===== config.mk =====
export PLATFORM = sky130hd
export DESIGN_NAME = ebt_timer_block
export DESIGN_NICKNAME = d
export VERILOG_FILES = /design/src/ebt_pkg.sv /design/src/ebt_timer_block.sv
export VERILOG_INCLUDE_DIRS = /design/src
export SDC_FILE = /design/constraint.sdc
export NUM_CORES = 1
export LEC_CHECK = 0
export ABC_AREA = 1
export ABC_CLOCK_PERIOD_IN_PS = 6250
export BUFFER_PORTS_ARGS = -buffer_cell sky130_fd_sc_hd__buf_2
export CELL_PAD_IN_SITES_DETAIL_PLACEMENT = 1
export CELL_PAD_IN_SITES_GLOBAL_PLACEMENT = 1
export CORE_ASPECT_RATIO = 0.7
export CORE_MARGIN = 2
export CORE_UTILIZATION = 48
export CTS_CLUSTER_SIZE = 12
export DETAILED_ROUTE_END_ITERATION = 16
export PLACE_DENSITY_LB_ADDON = 0.1
export SLEW_MARGIN = 20
export SYNTH_ARGS = -nofsm -noshare
export SYNTH_HDL_FRONTEND = slang
export SYNTH_SLANG_ARGS = --single-unit
export TNS_END_PERCENT = 20

===== constraint.sdc =====
create_clock -name clk_sys -period 6.25 [get_ports clk_sys]
set_input_delay 0.3125 -clock clk_sys [delete_from_list [all_inputs] [get_ports clk_sys]]
set_output_delay 0.3125 -clock clk_sys [all_outputs]
set_load 0.005 [all_outputs]

===== src/ebt_cfg.svh =====
`ifndef EBT_CFG_SVH
`define EBT_CFG_SVH
// ***********************
// Register addresses
// ***********************
`define EBT_A_PORT_DIR 16'hFF22
`define EBT_A_PORT_LAT 16'hFF02
`define EBT_A_CNT0 16'hFF6E
`define EBT_A_CMP0 16'hFF6F
`define EBT_A_MODE0 16'hFF70
`define EBT_A_SRC0 16'hFF71
`define EBT_A_STRIDE 16'h0004
// ***********************
// Mode control fields
// ***********************
`define EBT_B_RUN 7
`define EBT_B_PWM 6
`define EBT_B_JOIN 4
`define EBT_B_LSET 3
`define EBT_B_LRST 2
`define EBT_B_ALVL 1
`define EBT_B_OEN 0
`define EBT_MODE_RD_MASK 8'hD3
`define EBT_SRC_W 3
// ***********************
// Reset values and fixed constants
// ***********************
`define EBT_RST_DIR 8'hFF
`define EBT_RST_BYTE 8'h00
`define EBT_DIR_FIXED 8'h80
`define EBT_CNT_TOP 8'hFF
// ***********************
// Prescaler
// ***********************
`define EBT_PRE_W 11
`endif


===== src/ebt_pkg.sv =====
`default_nettype none
package ebt_pkg;
  typedef logic [7:0] ebt_byte_t;
  typedef logic [3:0] ebt_exp_t;
  typedef enum logic [2:0] {
    EBT_SRC_FALL = 3'h0,
    EBT_SRC_RISE = 3'h1
  } ebt_src_t;
endpackage : ebt_pkg
`default_nettype wire


===== src/ebt_timer_block.sv =====
`include "ebt_cfg.svh"
`default_nettype none
// Notes on behaviour
// - Interval mode: count equal to compare clears counter and pulses interrupt.
// - Count clock comes from low three bits of tick source select.
// - Match interval is compare value plus one count clocks.
// - Counter runs only while count enable bit seven is one; a joined upper half uses the lower half's bit seven.
// - Event mode counts selected input edges; match clears and interrupts.
// - Input valid edge is rising or falling, chosen by source select.
// - Output enable set: output flip-flop toggles on every match.
// - Level set alone forces output high; level reset alone forces low.
// - Mode bit six selects PWM; compare value sets active width.
// - Bit one picks PWM active level; bit zero gates the output.
// - PWM inactive until first overflow, active until match, repeat.
// - Stopping PWM count drives the output inactive.
// - Join bit of timer 1 makes timers 0 and 1 one 16-bit timer.
// - Joined 0/1 full match interrupts timers 0 and 1 and clears both.
// - Join bit of timer 2 pairs timers 1 and 2 likewise.
// - Upper half of a joined pair ignores its own source select.
// - Direction bit zero drives pin, one releases it.
// - Compare below count: counter runs to overflow before matching.
// - Source codes 000/001 are falling/rising input edge; others divide.
module ebt_timer_block (
  input wire logic clk_sys, // System clock
  input wire logic rst, // Async reset, high
  input wire logic ce, // Clock enable
  input wire logic [15:0] cpu_addr, // Register address
  input wire ebt_pkg::ebt_byte_t cpu_wdata, // Write data
  input wire logic cpu_wr, // Write strobe
  input wire logic cpu_rd, // Read strobe
  output ebt_pkg::ebt_byte_t cpu_rdata, // Read data
  input wire logic [6:0] port2_in, // Pin levels
  output logic [6:0] port2_out, // Pin drive values
  output logic [6:0] port2_oe_n, // Pin drive enable, low
  output logic [2:0] match_irq // Match interrupt pulses
);
  import ebt_pkg::*;

  // ***********************
  // Helpers
  // ***********************
  function automatic logic div_tick(
    input logic [`EBT_PRE_W-1:0] pre,
    input ebt_exp_t k
  );
    logic [`EBT_PRE_W-1:0] mask;
    mask = `EBT_PRE_W'((`EBT_PRE_W+1)'(1) << k) - `EBT_PRE_W'(1);
    div_tick = ((pre & mask) == mask);
  endfunction : div_tick

  // Divider exponent per timer and code
  function automatic ebt_exp_t tick_exp(
    input int unsigned idx,
    input logic [2:0] code
  );
    logic [4:0] c;
    c = {2'h0, code};
    case (idx)
      0: tick_exp = 4'(c + c - 5'h3);
      1: tick_exp = 4'(c - 5'h2);
      default: tick_exp = 4'(c + 5'h2);
    endcase
  endfunction : tick_exp

  function automatic logic hit(
    input logic [15:0] a,
    input logic [15:0] base,
    input int unsigned idx
  );
    hit = (a == 16'(base + 16'(idx) * `EBT_A_STRIDE));
  endfunction : hit

  // ***********************
  // State
  // ***********************
  ebt_byte_t cnt_ff [3];
  ebt_byte_t nxt_cnt [3];
  ebt_byte_t cmp_ff [3];
  ebt_byte_t mode_ff [3];
  logic [2:0] src_ff [3];
  ebt_byte_t dir_ff;
  ebt_byte_t lat_ff;
  ebt_byte_t rdata_ff;
  logic [`EBT_PRE_W-1:0] pre_ff;
  logic [2:0] ev_s1_ff;
  logic [2:0] ev_s2_ff;
  logic [2:0] ev_d_ff;
  logic [2:0] tof_ff;
  logic [2:0] nxt_tof;
  logic [2:0] pwm_act_ff;
  logic [2:0] nxt_pwm_act;
  logic [2:0] irq_ff;
  logic [2:0] nxt_irq;
  logic [6:0] pin_ff;
  logic [6:0] nxt_pin;

  // ***********************
  // Decode
  // ***********************
  wire join_lo = mode_ff[1][`EBT_B_JOIN];
  wire join_hi = mode_ff[2][`EBT_B_JOIN];
  wire [2:0] is_up = {join_hi, join_lo, 1'b0};
  wire [2:0] is_lo = {1'b0, join_hi & ~join_lo, join_lo};
  wire wr_dir = ce & cpu_wr & (cpu_addr == `EBT_A_PORT_DIR);
  wire wr_lat = ce & cpu_wr & (cpu_addr == `EBT_A_PORT_LAT);
  logic [2:0] wr_cnt_n;
  logic [2:0] wr_cmp;
  logic [2:0] wr_mode;
  logic [2:0] wr_src;
  logic [2:0] own_eq;
  logic [2:0] src_tick;
  logic [2:0] tick;
  logic [2:0] run;
  logic [2:0] match;
  logic [2:0] t_out;
  logic [2:0] rise;
  logic [2:0] fall;
  ebt_byte_t rd_mux;

  assign rise = ev_s2_ff & ~ev_d_ff;
  assign fall = ~ev_s2_ff & ev_d_ff;

  always_comb begin
    wr_cnt_n = 3'h0;
    wr_cmp = 3'h0;
    wr_mode = 3'h0;
    wr_src = 3'h0;
    rd_mux = `EBT_RST_BYTE;
    if (cpu_addr == `EBT_A_PORT_DIR) begin
      rd_mux = dir_ff | `EBT_DIR_FIXED;
    end
    if (cpu_addr == `EBT_A_PORT_LAT) begin
      rd_mux = lat_ff;
    end
    for (int i = 0; i < 3; i++) begin
      wr_cnt_n[i] = hit(cpu_addr, `EBT_A_CNT0, i);
      wr_cmp[i] = ce & cpu_wr & hit(cpu_addr, `EBT_A_CMP0, i);
      wr_mode[i] = ce & cpu_wr & hit(cpu_addr, `EBT_A_MODE0, i);
      wr_src[i] = ce & cpu_wr & hit(cpu_addr, `EBT_A_SRC0, i);
      if (wr_cnt_n[i]) begin
        rd_mux = cnt_ff[i];
      end
      if (hit(cpu_addr, `EBT_A_CMP0, i)) begin
        rd_mux = cmp_ff[i];
      end
      if (hit(cpu_addr, `EBT_A_MODE0, i)) begin
        rd_mux = mode_ff[i] & `EBT_MODE_RD_MASK;
      end
      if (hit(cpu_addr, `EBT_A_SRC0, i)) begin
        rd_mux = {5'h00, src_ff[i]};
      end
    end
  end

  // ***********************
  // Count sources
  // ***********************
  always_comb begin
    for (int i = 0; i < 3; i++) begin
      own_eq[i] = (cnt_ff[i] == cmp_ff[i]);
      case (src_ff[i])
        EBT_SRC_FALL: src_tick[i] = fall[i];
        EBT_SRC_RISE: src_tick[i] = rise[i];
        default: src_tick[i] = div_tick(pre_ff, tick_exp(i, src_ff[i]));
      endcase
    end
  end

  // Upper halves follow the lower half, so evaluation runs upward
  always_comb begin
    tick = 3'h0;
    run = 3'h0;
    match = 3'h0;
    for (int i = 0; i < 3; i++) begin
      if (is_up[i] && i > 0) begin
        run[i] = run[i-1];
        tick[i] = tick[i-1] & (cnt_ff[i-1] == `EBT_CNT_TOP) & ~match[i-1];
      end else begin
        run[i] = mode_ff[i][`EBT_B_RUN];
        tick[i] = src_tick[i] & run[i];
        if (is_lo[i] && i < 2) begin
          match[i] = tick[i] & own_eq[i] & own_eq[i+1];
        end else begin
          match[i] = tick[i] & own_eq[i] & ~mode_ff[i][`EBT_B_PWM];
        end
      end
    end
  end

  // ***********************
  // Next state
  // ***********************
  always_comb begin
    for (int i = 0; i < 3; i++) begin
      nxt_cnt[i] = cnt_ff[i];
      nxt_irq[i] = match[i];
      nxt_tof[i] = tof_ff[i];
      nxt_pwm_act[i] = pwm_act_ff[i];
      if (!run[i]) begin
        nxt_cnt[i] = `EBT_RST_BYTE;
      end else if (is_up[i] && i > 0) begin
        if (match[i-1]) begin
          nxt_cnt[i] = `EBT_RST_BYTE;
          nxt_irq[i] = own_eq[i];
        end else if (tick[i]) begin
          nxt_cnt[i] = cnt_ff[i] + 8'h01;
        end
      end else if (match[i]) begin
        nxt_cnt[i] = `EBT_RST_BYTE;
      end else if (tick[i]) begin
        nxt_cnt[i] = cnt_ff[i] + 8'h01;
      end
      // PWM phase: overflow starts active, match ends it
      if (!run[i] || !mode_ff[i][`EBT_B_PWM]) begin
        nxt_pwm_act[i] = 1'b0;
      end else if (tick[i] && cnt_ff[i] == `EBT_CNT_TOP) begin
        nxt_pwm_act[i] = 1'b1;
      end else if (tick[i] && own_eq[i]) begin
        nxt_pwm_act[i] = 1'b0;
      end
      if (wr_mode[i] && cpu_wdata[`EBT_B_LSET] && !cpu_wdata[`EBT_B_LRST]) begin
        nxt_tof[i] = 1'b1;
      end else if (wr_mode[i] && !cpu_wdata[`EBT_B_LSET] && cpu_wdata[`EBT_B_LRST]) begin
        nxt_tof[i] = 1'b0;
      end else if (mode_ff[i][`EBT_B_OEN] && (match[i] || (i > 0 && is_up[i] && match[i-1]))) begin
        nxt_tof[i] = ~tof_ff[i];
      end
    end
  end

  // Inactive level of an active-low PWM is high
  always_comb begin
    for (int i = 0; i < 3; i++) begin
      if (!mode_ff[i][`EBT_B_OEN]) begin
        t_out[i] = 1'b0;
      end else if (mode_ff[i][`EBT_B_PWM]) begin
        t_out[i] = pwm_act_ff[i] ^ mode_ff[i][`EBT_B_ALVL];
      end else begin
        t_out[i] = tof_ff[i];
      end
    end
  end

  // Timer output reaches pin only with latch zero
  assign nxt_pin = lat_ff[6:0] | {t_out, 4'h0};

  // ***********************
  // Registers
  // ***********************
  always_ff @(posedge clk_sys or posedge rst) begin
    if (rst) begin
      ev_s1_ff <= 3'h0;
      ev_s2_ff <= 3'h0;
      ev_d_ff <= 3'h0;
    end else if (ce) begin
      ev_s1_ff <= port2_in[6:4];
      ev_s2_ff <= ev_s1_ff;
      ev_d_ff <= ev_s2_ff;
    end
  end

  always_ff @(posedge clk_sys or posedge rst) begin
    if (rst) begin
      pre_ff <= '0;
      tof_ff <= 3'h0;
      pwm_act_ff <= 3'h0;
      irq_ff <= 3'h0;
      pin_ff <= 7'h00;
    end else if (ce) begin
      pre_ff <= pre_ff + `EBT_PRE_W'(1);
      tof_ff <= nxt_tof;
      pwm_act_ff <= nxt_pwm_act;
      irq_ff <= nxt_irq;
      pin_ff <= nxt_pin;
    end
  end

  always_ff @(posedge clk_sys or posedge rst) begin
    if (rst) begin
      for (int i = 0; i < 3; i++) begin
        cnt_ff[i] <= `EBT_RST_BYTE;
      end
    end else if (ce) begin
      for (int i = 0; i < 3; i++) begin
        cnt_ff[i] <= nxt_cnt[i];
      end
    end
  end

  always_ff @(posedge clk_sys or posedge rst) begin
    if (rst) begin
      for (int i = 0; i < 3; i++) begin
        cmp_ff[i] <= `EBT_RST_BYTE;
        mode_ff[i] <= `EBT_RST_BYTE;
        src_ff[i] <= 3'h0;
      end
    end else begin
      for (int i = 0; i < 3; i++) begin
        if (wr_cmp[i]) begin
          cmp_ff[i] <= cpu_wdata;
        end
        if (wr_mode[i]) begin
          mode_ff[i] <= cpu_wdata & `EBT_MODE_RD_MASK;
        end
        if (wr_src[i]) begin
          src_ff[i] <= cpu_wdata[`EBT_SRC_W-1:0];
        end
      end
    end
  end

  always_ff @(posedge clk_sys or posedge rst) begin
    if (rst) begin
      dir_ff <= `EBT_RST_DIR;
      lat_ff <= `EBT_RST_BYTE;
      rdata_ff <= `EBT_RST_BYTE;
    end else if (ce) begin
      if (wr_dir) begin
        dir_ff <= cpu_wdata | `EBT_DIR_FIXED;
      end
      if (wr_lat) begin
        lat_ff <= cpu_wdata;
      end
      if (cpu_rd) begin
        rdata_ff <= rd_mux;
      end
    end
  end

  // ***********************
  // Outputs
  // ***********************
  assign cpu_rdata = rdata_ff;
  assign match_irq = irq_ff;
  assign port2_out = pin_ff;
  assign port2_oe_n = dir_ff[6:0];

endmodule : ebt_timer_block
`default_nettype wire


==> impl_metrics.env, run 1 <==
export IMPL_status="finished, violations left"
export IMPL_violations="negative hold slack"
export IMPL_final_common_cell="nand2_1"
export IMPL_dieWidth_um=157
export IMPL_power_density_nw_per_um2=239
export IMPL_setup_viol=0
export IMPL_tritoncts="built"
export IMPL_syn_cell_area_um2=7900
export IMPL_cp_end_kind="register"
export IMPL_skew_ns=0.0104
export IMPL_cts_sinks=131
export IMPL_clock_path_buffers=2
export IMPL_r2r_slack_ns=3.23
export IMPL_period_needed_ns=3.02
export IMPL_slew_violations=0
export IMPL_period_share_pct=48.4
export IMPL_syn_inst=1100
export IMPL_crit_slowest_cell="dfrtp_1"
export IMPL_criticalPathCategory="reg2reg"
export IMPL_num_rows=39
export IMPL_peakVddDrop_v=0.000155
export IMPL_cp_num_buf_inv=2
export IMPL_critical_path_top_delay_family="simple AND/OR/NAND/NOR gates"
export IMPL_cts_max_level=4
export IMPL_p_clk_share_pct=48.5
export IMPL_maxCapViolations=0
export IMPL_fmax_mhz=331
export IMPL_p_leak_uw=0.00413
export IMPL_cp_start_kind="register"
export IMPL_reg2reg_from="src_ff[1]$_DFFE_PP0P_"
export IMPL_grt_remaining_overflow=0
export IMPL_hold_ws_ns=-0.0165
export IMPL_worstSkewPairLatency_ns=0.43
export IMPL_hold_path_class="in2async"
export IMPL_critPathMaxStageDelay_ns=0.54
export IMPL_power_combinational_fraction_pct=8.8
export IMPL_crit_required_ns=6.57
export IMPL_io_buffers=56
export IMPL_dpl_hpwl_um=20000
export IMPL_final_cell_mix="nand2_1, inv_1, dfrtp_1"
export IMPL_switching_share_pct=26.5
export IMPL_drive_above_1_share_pct=9.82
export IMPL_path_cells="inv_1 -> ha_1 -> inv_1 -> nor3_1 -> nand2_1 -> o21bai_1 -> nor2_1 -> nor2_1 -> nand3_1 -> nand2_1 -> nand3_1 -> nand2_1 -> nand2_1 -> nor2_1 -> o21ai_0 -> nand2_1 -> o21ai_2"
export IMPL_cp_max_fo=8
export IMPL_synth_seq_cells=131
export IMPL_antenna_found_initial=1
export IMPL_fillers=2128
export IMPL_drt_first_iter_violations=786
export IMPL_wl_um=27500
export IMPL_p_int_uw=1580
export IMPL_grtUsageTotal_pct=32.8
export IMPL_drc=0
export IMPL_hold_buffers=0
export IMPL_switching_power_uw=570
export IMPL_worst_slew_pin_slew_ns=0.821
export IMPL_worstRegToRegCells=17
export IMPL_gp_congestion=0.950
export IMPL_vias=7887
export IMPL_slew_headroom_pct=45.2
export IMPL_start_util_pct=48.8
export IMPL_grt_pass1_wl_um=44000
export IMPL_post_cts_buffers=0
export IMPL_reg2reg_to="pwm_act_ff[2]$_DFFE_PP0P_"
export IMPL_ys_warnings_count=0
export IMPL_cp_common_cell="nand2_1"
export IMPL_clk_pin_slew_worst_paths_ns=0.06
export IMPL_yosysSeqAreaShare_pct=41.6
export IMPL_dr_pass1_iters=5
export IMPL_wl_per_cell_um=19.7
export IMPL_grt_max_degree=72
export IMPL_synthToLayoutAreaGrowth_pct=14.1
export IMPL_p_seq_share_pct=42.8
export IMPL_avgSynthCellArea_um2=7.18
export IMPL_synth_edf_count=0
export IMPL_ys_dominant_reg_cell="dfrtp_1"
export IMPL_cts_resized=0
export IMPL_cts_root_buf="clkbuf_16"
export IMPL_drtAntennaViolNets=0
export IMPL_seqCellArea_um2=3290
export IMPL_rsz0062_at_grt="no"
export IMPL_die_h_um=111
export IMPL_setup_ws_ns=3.23
export IMPL_die_area_um2=17500
export IMPL_postSynth_asyncResetShare_pct=100
export IMPL_core_area_um2=16200
export IMPL_synth_nets=1154
export IMPL_finalHoldViolations=3
export IMPL_preCtsSetupSlack_ns=3.36
export IMPL_fin_setup_tns_ns=0
export IMPL_ios=61
export IMPL_synth_cell_types=39
export IMPL_numCtsBuffers=17
export IMPL_layout_nets=1213
export IMPL_viasPerCell=5.64
export IMPL_grt_pass1_vias=8037
export IMPL_cp_data_arrival_time_ns=3.34
export IMPL_multi_input_area_um2=3970
==> sequential cells by signal, indices dropped and copies added, names as in the netlist, 3 cells and up <==
register and flops:
lat_ff 8, pre_ff 11, ev_s1_ff 3, port2_out 7, tof_ff 3, src_ff 9
dir_ff 7, cmp_ff 24, pwm_act_ff 3, cnt_ff 24, ev_d_ff 3, cpu_rdata 8
match_irq 3, ev_s2_ff 3, mode_ff 13
==> synth_stat cells, drive strengths merged, types with 2 or more instances <==
| library cell | instances | area share (%) |
|---|---|---|
| nand4 | 17 | 1.4 |
| nor4 | 4 | 0.32 |
| inv | 152 | 7.2 |
| nand3 | 67 | 4.8 |
| o22ai | 11 | 0.87 |
| xnor2 | 21 | 2.3 |
| o21ai | 120 | 7.7 |
| clkbuf | 16 | 0.76 |
| dfstp | 7 | 2.3 |
| or2 | 2 | 0.16 |
| nor2 | 119 | 5.9 |
| ha | 18 | 2.9 |
| nor3 | 26 | 1.7 |
| a22oi | 5 | 0.48 |
| buf | 3 | 0.19 |
| a31oi | 7 | 0.55 |
| nand2 | 303 | 15 |
| xor2 | 14 | 1.6 |
| o2111ai | 2 | 0.22 |
| a211oi | 3 | 0.29 |
| o211ai | 11 | 1.0 |
| o221ai | 4 | 0.44 |
| a21oi | 39 | 2.5 |
| dfrtp | 124 | 39 |
==> cell families (layout without fill, tap and decap cells) <==
logic type	after synthesis	after routing	share of synthesized area, %
AND/OR/NAND/NOR	539	539	29.0
AO/OA/AOI/OAI	206	206	14.5
buffers and inverters	171	242	8.17
flip-flops	131	131	41.6
XOR/XNOR	35	35	3.88
adder cells (fa/ha/maj)	18	18	2.85
other	0	3	0
==> power by group through the flow <==
stage | Clock, uW | Sequential, uW | Combinational [uW]
floorplan | 0 | 923 | 118
global placement | 0 | 932 | 174
detailed placement | 0 | 933 | 181
CTS | 1040 | 920 | 190
global route | 1080 | 924 | 211
finish | 1040 | 921 | 189
==> worst register-to-register path, cell delays in order (launching register included) <==
cell      delay, ns
dfrtp_1        0.54
inv_1          0.21
ha_1           0.35
inv_1          0.10
nor3_1         0.24
nand2_1        0.10
o21bai_1       0.14
nor2_1         0.07
nor2_1         0.13
nand3_1        0.09
nand2_1        0.16
nand3_1        0.11
nand2_1        0.18
nand2_1        0.15
nor2_1         0.11
o21ai_0        0.08
nand2_1        0.11
o21ai_2        0.05
==> cell type report <==
class | count | share of cell area, %
multi-input cells | 798 | 44.0
flip-flops and latches | 131 | 36.5
inverters | 152 | 6.38
clock buffers | 22 | 5.15
repair buffers | 59 | 3.36
well taps | 225 | 3.12
clock inverters | 9 | 1.44
diodes | 3 | 0.0833
==> metal layers <==
layer / routed length, um / vias up / part of all wire, % / track usage, %
li1: - / 3708 / - / -
met1: 13100 / 3913 / 48 / 48.4
met2: 12200 / 233 / 44 / 50.0
met3: 1760 / 33 / 6.4 / 6.65
met4: 375 / 0 / 1.4 / 7.21
met5: 0 / - / 0 / 0
==> worst max-delay path by stage <==
| stage | startpoint | endpoint | slack [ns] | cells after the start |
|---|---|---|---|---|
| floorplan | rst | cmp_ff[0]$_DFFE_PP0P_ | 2.45 | 1 |
| global placement | src_ff[7]$_DFFE_PP0P_ | cnt_ff[12]$_DFFE_PP0P_ | 3.40 | 13 |
| detailed placement | src_ff[7]$_DFFE_PP0P_ | cnt_ff[5]$_DFFE_PP0P_ | 3.36 | 19 |
| CTS | src_ff[1]$_DFFE_PP0P_ | pwm_act_ff[2]$_DFFE_PP0P_ | 3.26 | 17 |
| global route | src_ff[7]$_DFFE_PP0P_ | cnt_ff[5]$_DFFE_PP0P_ | 2.92 | 19 |
| finish | src_ff[1]$_DFFE_PP0P_ | pwm_act_ff[2]$_DFFE_PP0P_ | 3.23 | 17 |
==> stage by stage <==
step	area, um2	instances	power [uW]	utilization [%]	hold slack [ns]
final	9010	1399	2150	55.6	-0.0165
after global routing	9010	1397	2210	55.6	0.0355
after CTS	9010	1396	2150	55.6	0.0246
after detailed placement	8410	1365	1110	51.9	0.462
after global placement	8410	1365	1110	51.9	0.450
after floorplan	7900	1100	1040	-	0.429
Note: power is estimated with default switching activity, not from simulation.
==> run 2: changes to the inputs <==
--- a/config.mk
+++ b/config.mk
@@ -7,13 +7,13 @@
 export NUM_CORES = 1
 export LEC_CHECK = 0
 export ABC_AREA = 1
-export ABC_CLOCK_PERIOD_IN_PS = 6250
+export ABC_CLOCK_PERIOD_IN_PS = 2900
 export BUFFER_PORTS_ARGS = -buffer_cell sky130_fd_sc_hd__buf_2
 export CELL_PAD_IN_SITES_DETAIL_PLACEMENT = 1
 export CELL_PAD_IN_SITES_GLOBAL_PLACEMENT = 1
 export CORE_ASPECT_RATIO = 0.7
 export CORE_MARGIN = 2
-export CORE_UTILIZATION = 48
+export CORE_UTILIZATION = 44
 export CTS_CLUSTER_SIZE = 12
 export DETAILED_ROUTE_END_ITERATION = 16
 export PLACE_DENSITY_LB_ADDON = 0.1
==> constraint.sdc (replaced) <==
create_clock -name clk_sys -period 2.9 [get_ports clk_sys]
set_input_delay 0.145 -clock clk_sys [delete_from_list [all_inputs] [get_ports clk_sys]]
set_output_delay 0.145 -clock clk_sys [all_outputs]
set_load 0.005 [all_outputs]
==> impl_metrics.env, run 2 (same netlist as run 1, synthesis figures left out) <==
export IMPL_num_rows=40
export IMPL_synthToLayoutAreaGrowth_pct=17.7
export IMPL_grt_pass1_wl_um=45600
export IMPL_wl_um=28700
export IMPL_setup_viol=0
export IMPL_cp_data_arrival_time_ns=2.99
export IMPL_grt_remaining_overflow=0
export IMPL_fin_area_um2=9300
export IMPL_post_cts_buffers=0
export IMPL_fmax_mhz=375
export IMPL_final_cell_mix="nand2_1, inv_1, dfrtp_1"
export IMPL_cts_sinks=131
export IMPL_tritoncts="built"
export IMPL_viasPerCell=5.61
export IMPL_power_density_nw_per_um2=518
export IMPL_layout_nets=1233
export IMPL_cp_start_kind="register"
export IMPL_die_h_um=116
export IMPL_final_common_cell="nand2_1"
export IMPL_preCtsSetupSlack_ns=0.0922
export IMPL_numCtsBuffers=17
export IMPL_power_total_uw=4810
export IMPL_crit_path_start="src_ff[7]$_DFFE_PP0P_"
export IMPL_worst_slew_pin_slew_ns=0.773
export IMPL_period_share_pct=92.1
export IMPL_core_area_um2=17400
export IMPL_period_needed_ns=2.67
export IMPL_drt_first_iter_violations=626
export IMPL_dpl_hpwl_um=21100
export IMPL_antenna_found_initial=1
export IMPL_wl_per_cell_um=20.1
export IMPL_status="finished, final reports clean"
export IMPL_cp_end_kind="register"
export IMPL_grtUsageTotal_pct=31.6
export IMPL_maxCapViolations=0
export IMPL_criticalPathCategory="reg2reg"
export IMPL_antenna_diode_count=0
export IMPL_grt_max_degree=43
export IMPL_worstRegToRegCells=19
export IMPL_setup_ws_ns=0.230
export IMPL_reg2reg_to="cnt_ff[5]$_DFFE_PP0P_"
export IMPL_whs_path_depth=3
export IMPL_clk_pin_slew_worst_paths_ns=0.06
export IMPL_r2r_slack_ns=0.23
export IMPL_cp_max_fo=10
export IMPL_clock_path_buffers=2
export IMPL_ios=61
export IMPL_cts_max_level=4
export IMPL_reg2reg_from="src_ff[7]$_DFFE_PP0P_"
export IMPL_hp_start="cpu_wdata[5]"
export IMPL_grt_pass1_vias=8155
export IMPL_drc=0
export IMPL_start_util_pct=45.5
export IMPL_dpl_instance_area_um2=8560
export IMPL_dieWidth_um=164
export IMPL_drtAntennaViolNets=0
export IMPL_finalHoldViolations=0
export IMPL_crit_required_ns=3.22
export IMPL_peakVddDrop_v=0.000313
export IMPL_skew_ns=0.0100
export IMPL_min_to="lat_ff[5]$_DFFE_PP0P_"
export IMPL_worstSkewPairLatency_ns=0.43
export IMPL_gp_congestion=0.905
export IMPL_slew_violations=0
export IMPL_reg_top3="cmp_ff x24, cnt_ff x24, mode_ff x13"
export IMPL_die_area_um2=19100
export IMPL_fin_setup_tns_ns=0
export IMPL_drive_above_1_share_pct=12.1
export IMPL_dr_pass1_iters=6
export IMPL_vias=7990
export IMPL_hold_path_class="in2reg"
export IMPL_io_buffers=56
export IMPL_cts_root_buf="clkbuf_16"
export IMPL_p_leak_uw=0.00426
export IMPL_slew_headroom_pct=48.4
run 2: changes by cell type in the layout (fill, tap and decap cells not counted), moves of 3 or more:
cell	change
buf_4	+13
diode_2	-3
clkinv_4	+3
dlygate4sd3_1	+5
run 2: layout make-up:
type,count,area (um2)
Timing Repair Buffer,79,490
Clock buffer,21,470
Fill cell,2231,8070
Tap cell,231,289
Inverter,152,574
Multi-Input combinational cell,798,4010
Clock inverter,11,175
Sequential cell,131,3290
run 2: how the worst max path moves through the flow:
stage / to / slack (ns) / cells past startpoint
CTS: pwm_act_ff[2]$_DFFE_PP0P_ / 0.04 / 17
global route: pwm_act_ff[2]$_DFFE_PP0P_ / -0.002 / 19
floorplan: cnt_ff[6]$_DFFE_PP0P_ / 0.65 / 17
global placement: cnt_ff[6]$_DFFE_PP0P_ / 0.23 / 17
finish: cnt_ff[5]$_DFFE_PP0P_ / 0.23 / 19
detailed placement: cnt_ff[8]$_DFFE_PP0P_ / 0.09 / 13
run 2: what timing repair did:
action / in CTS / in global routing
gates resized for setup: 0 / 12
hold buffers: 5 / 0
setup endpoints to repair: 0 / 20
hold endpoints to repair: 24 / 0
run 2: stage by stage:
stage / hold WS [ns] / instances / util [%]
final: 0.137 / 1423 / 53.5
after global placement: 0.300 / 1386 / 49.3
after detailed placement: 0.308 / 1386 / 49.3
after floorplan: 0.262 / 1100 / -
after global routing: 0.138 / 1423 / 53.5
after CTS: 0.122 / 1423 / 53.3
run 2: report_power, final:
part	leakage, uW	internal (uW)	switching (uW)
sequential	0.00175	1900	84.8
clock	0.000310	1510	888
combinational	0.00220	135	292
total	0.00426	3550	1260
run 2: per-layer routing:
| layer | vias to the layer above | global-route usage (%) | routed length [um] |
|---|---|---|---|
| met5 | - | 0 | 0 |
| li1 | 3732 | - | - |
| met1 | 3989 | 44.7 | 13700 |
| met2 | 235 | 50.1 | 12700 |
| met4 | 0 | 7.31 | 393 |
| met3 | 34 | 6.89 | 1870 |
run 2: worst max-delay path, stage by stage (launching register included):
cell	delay, ns
dfrtp_1	0.42
inv_2	0.11
ha_4	0.30
nand3_1	0.08
nand2_1	0.06
inv_1	0.04
nor2_1	0.13
nand3_2	0.14
nand2_2	0.12
nand3_1	0.10
nor2_1	0.11
nand2_1	0.11
nand2_4	0.17
nand4_2	0.11
nand2_2	0.18
nand3_2	0.10
nand2_1	0.12
nand2_1	0.06
nand2_1	0.06
nand2_1	0.04
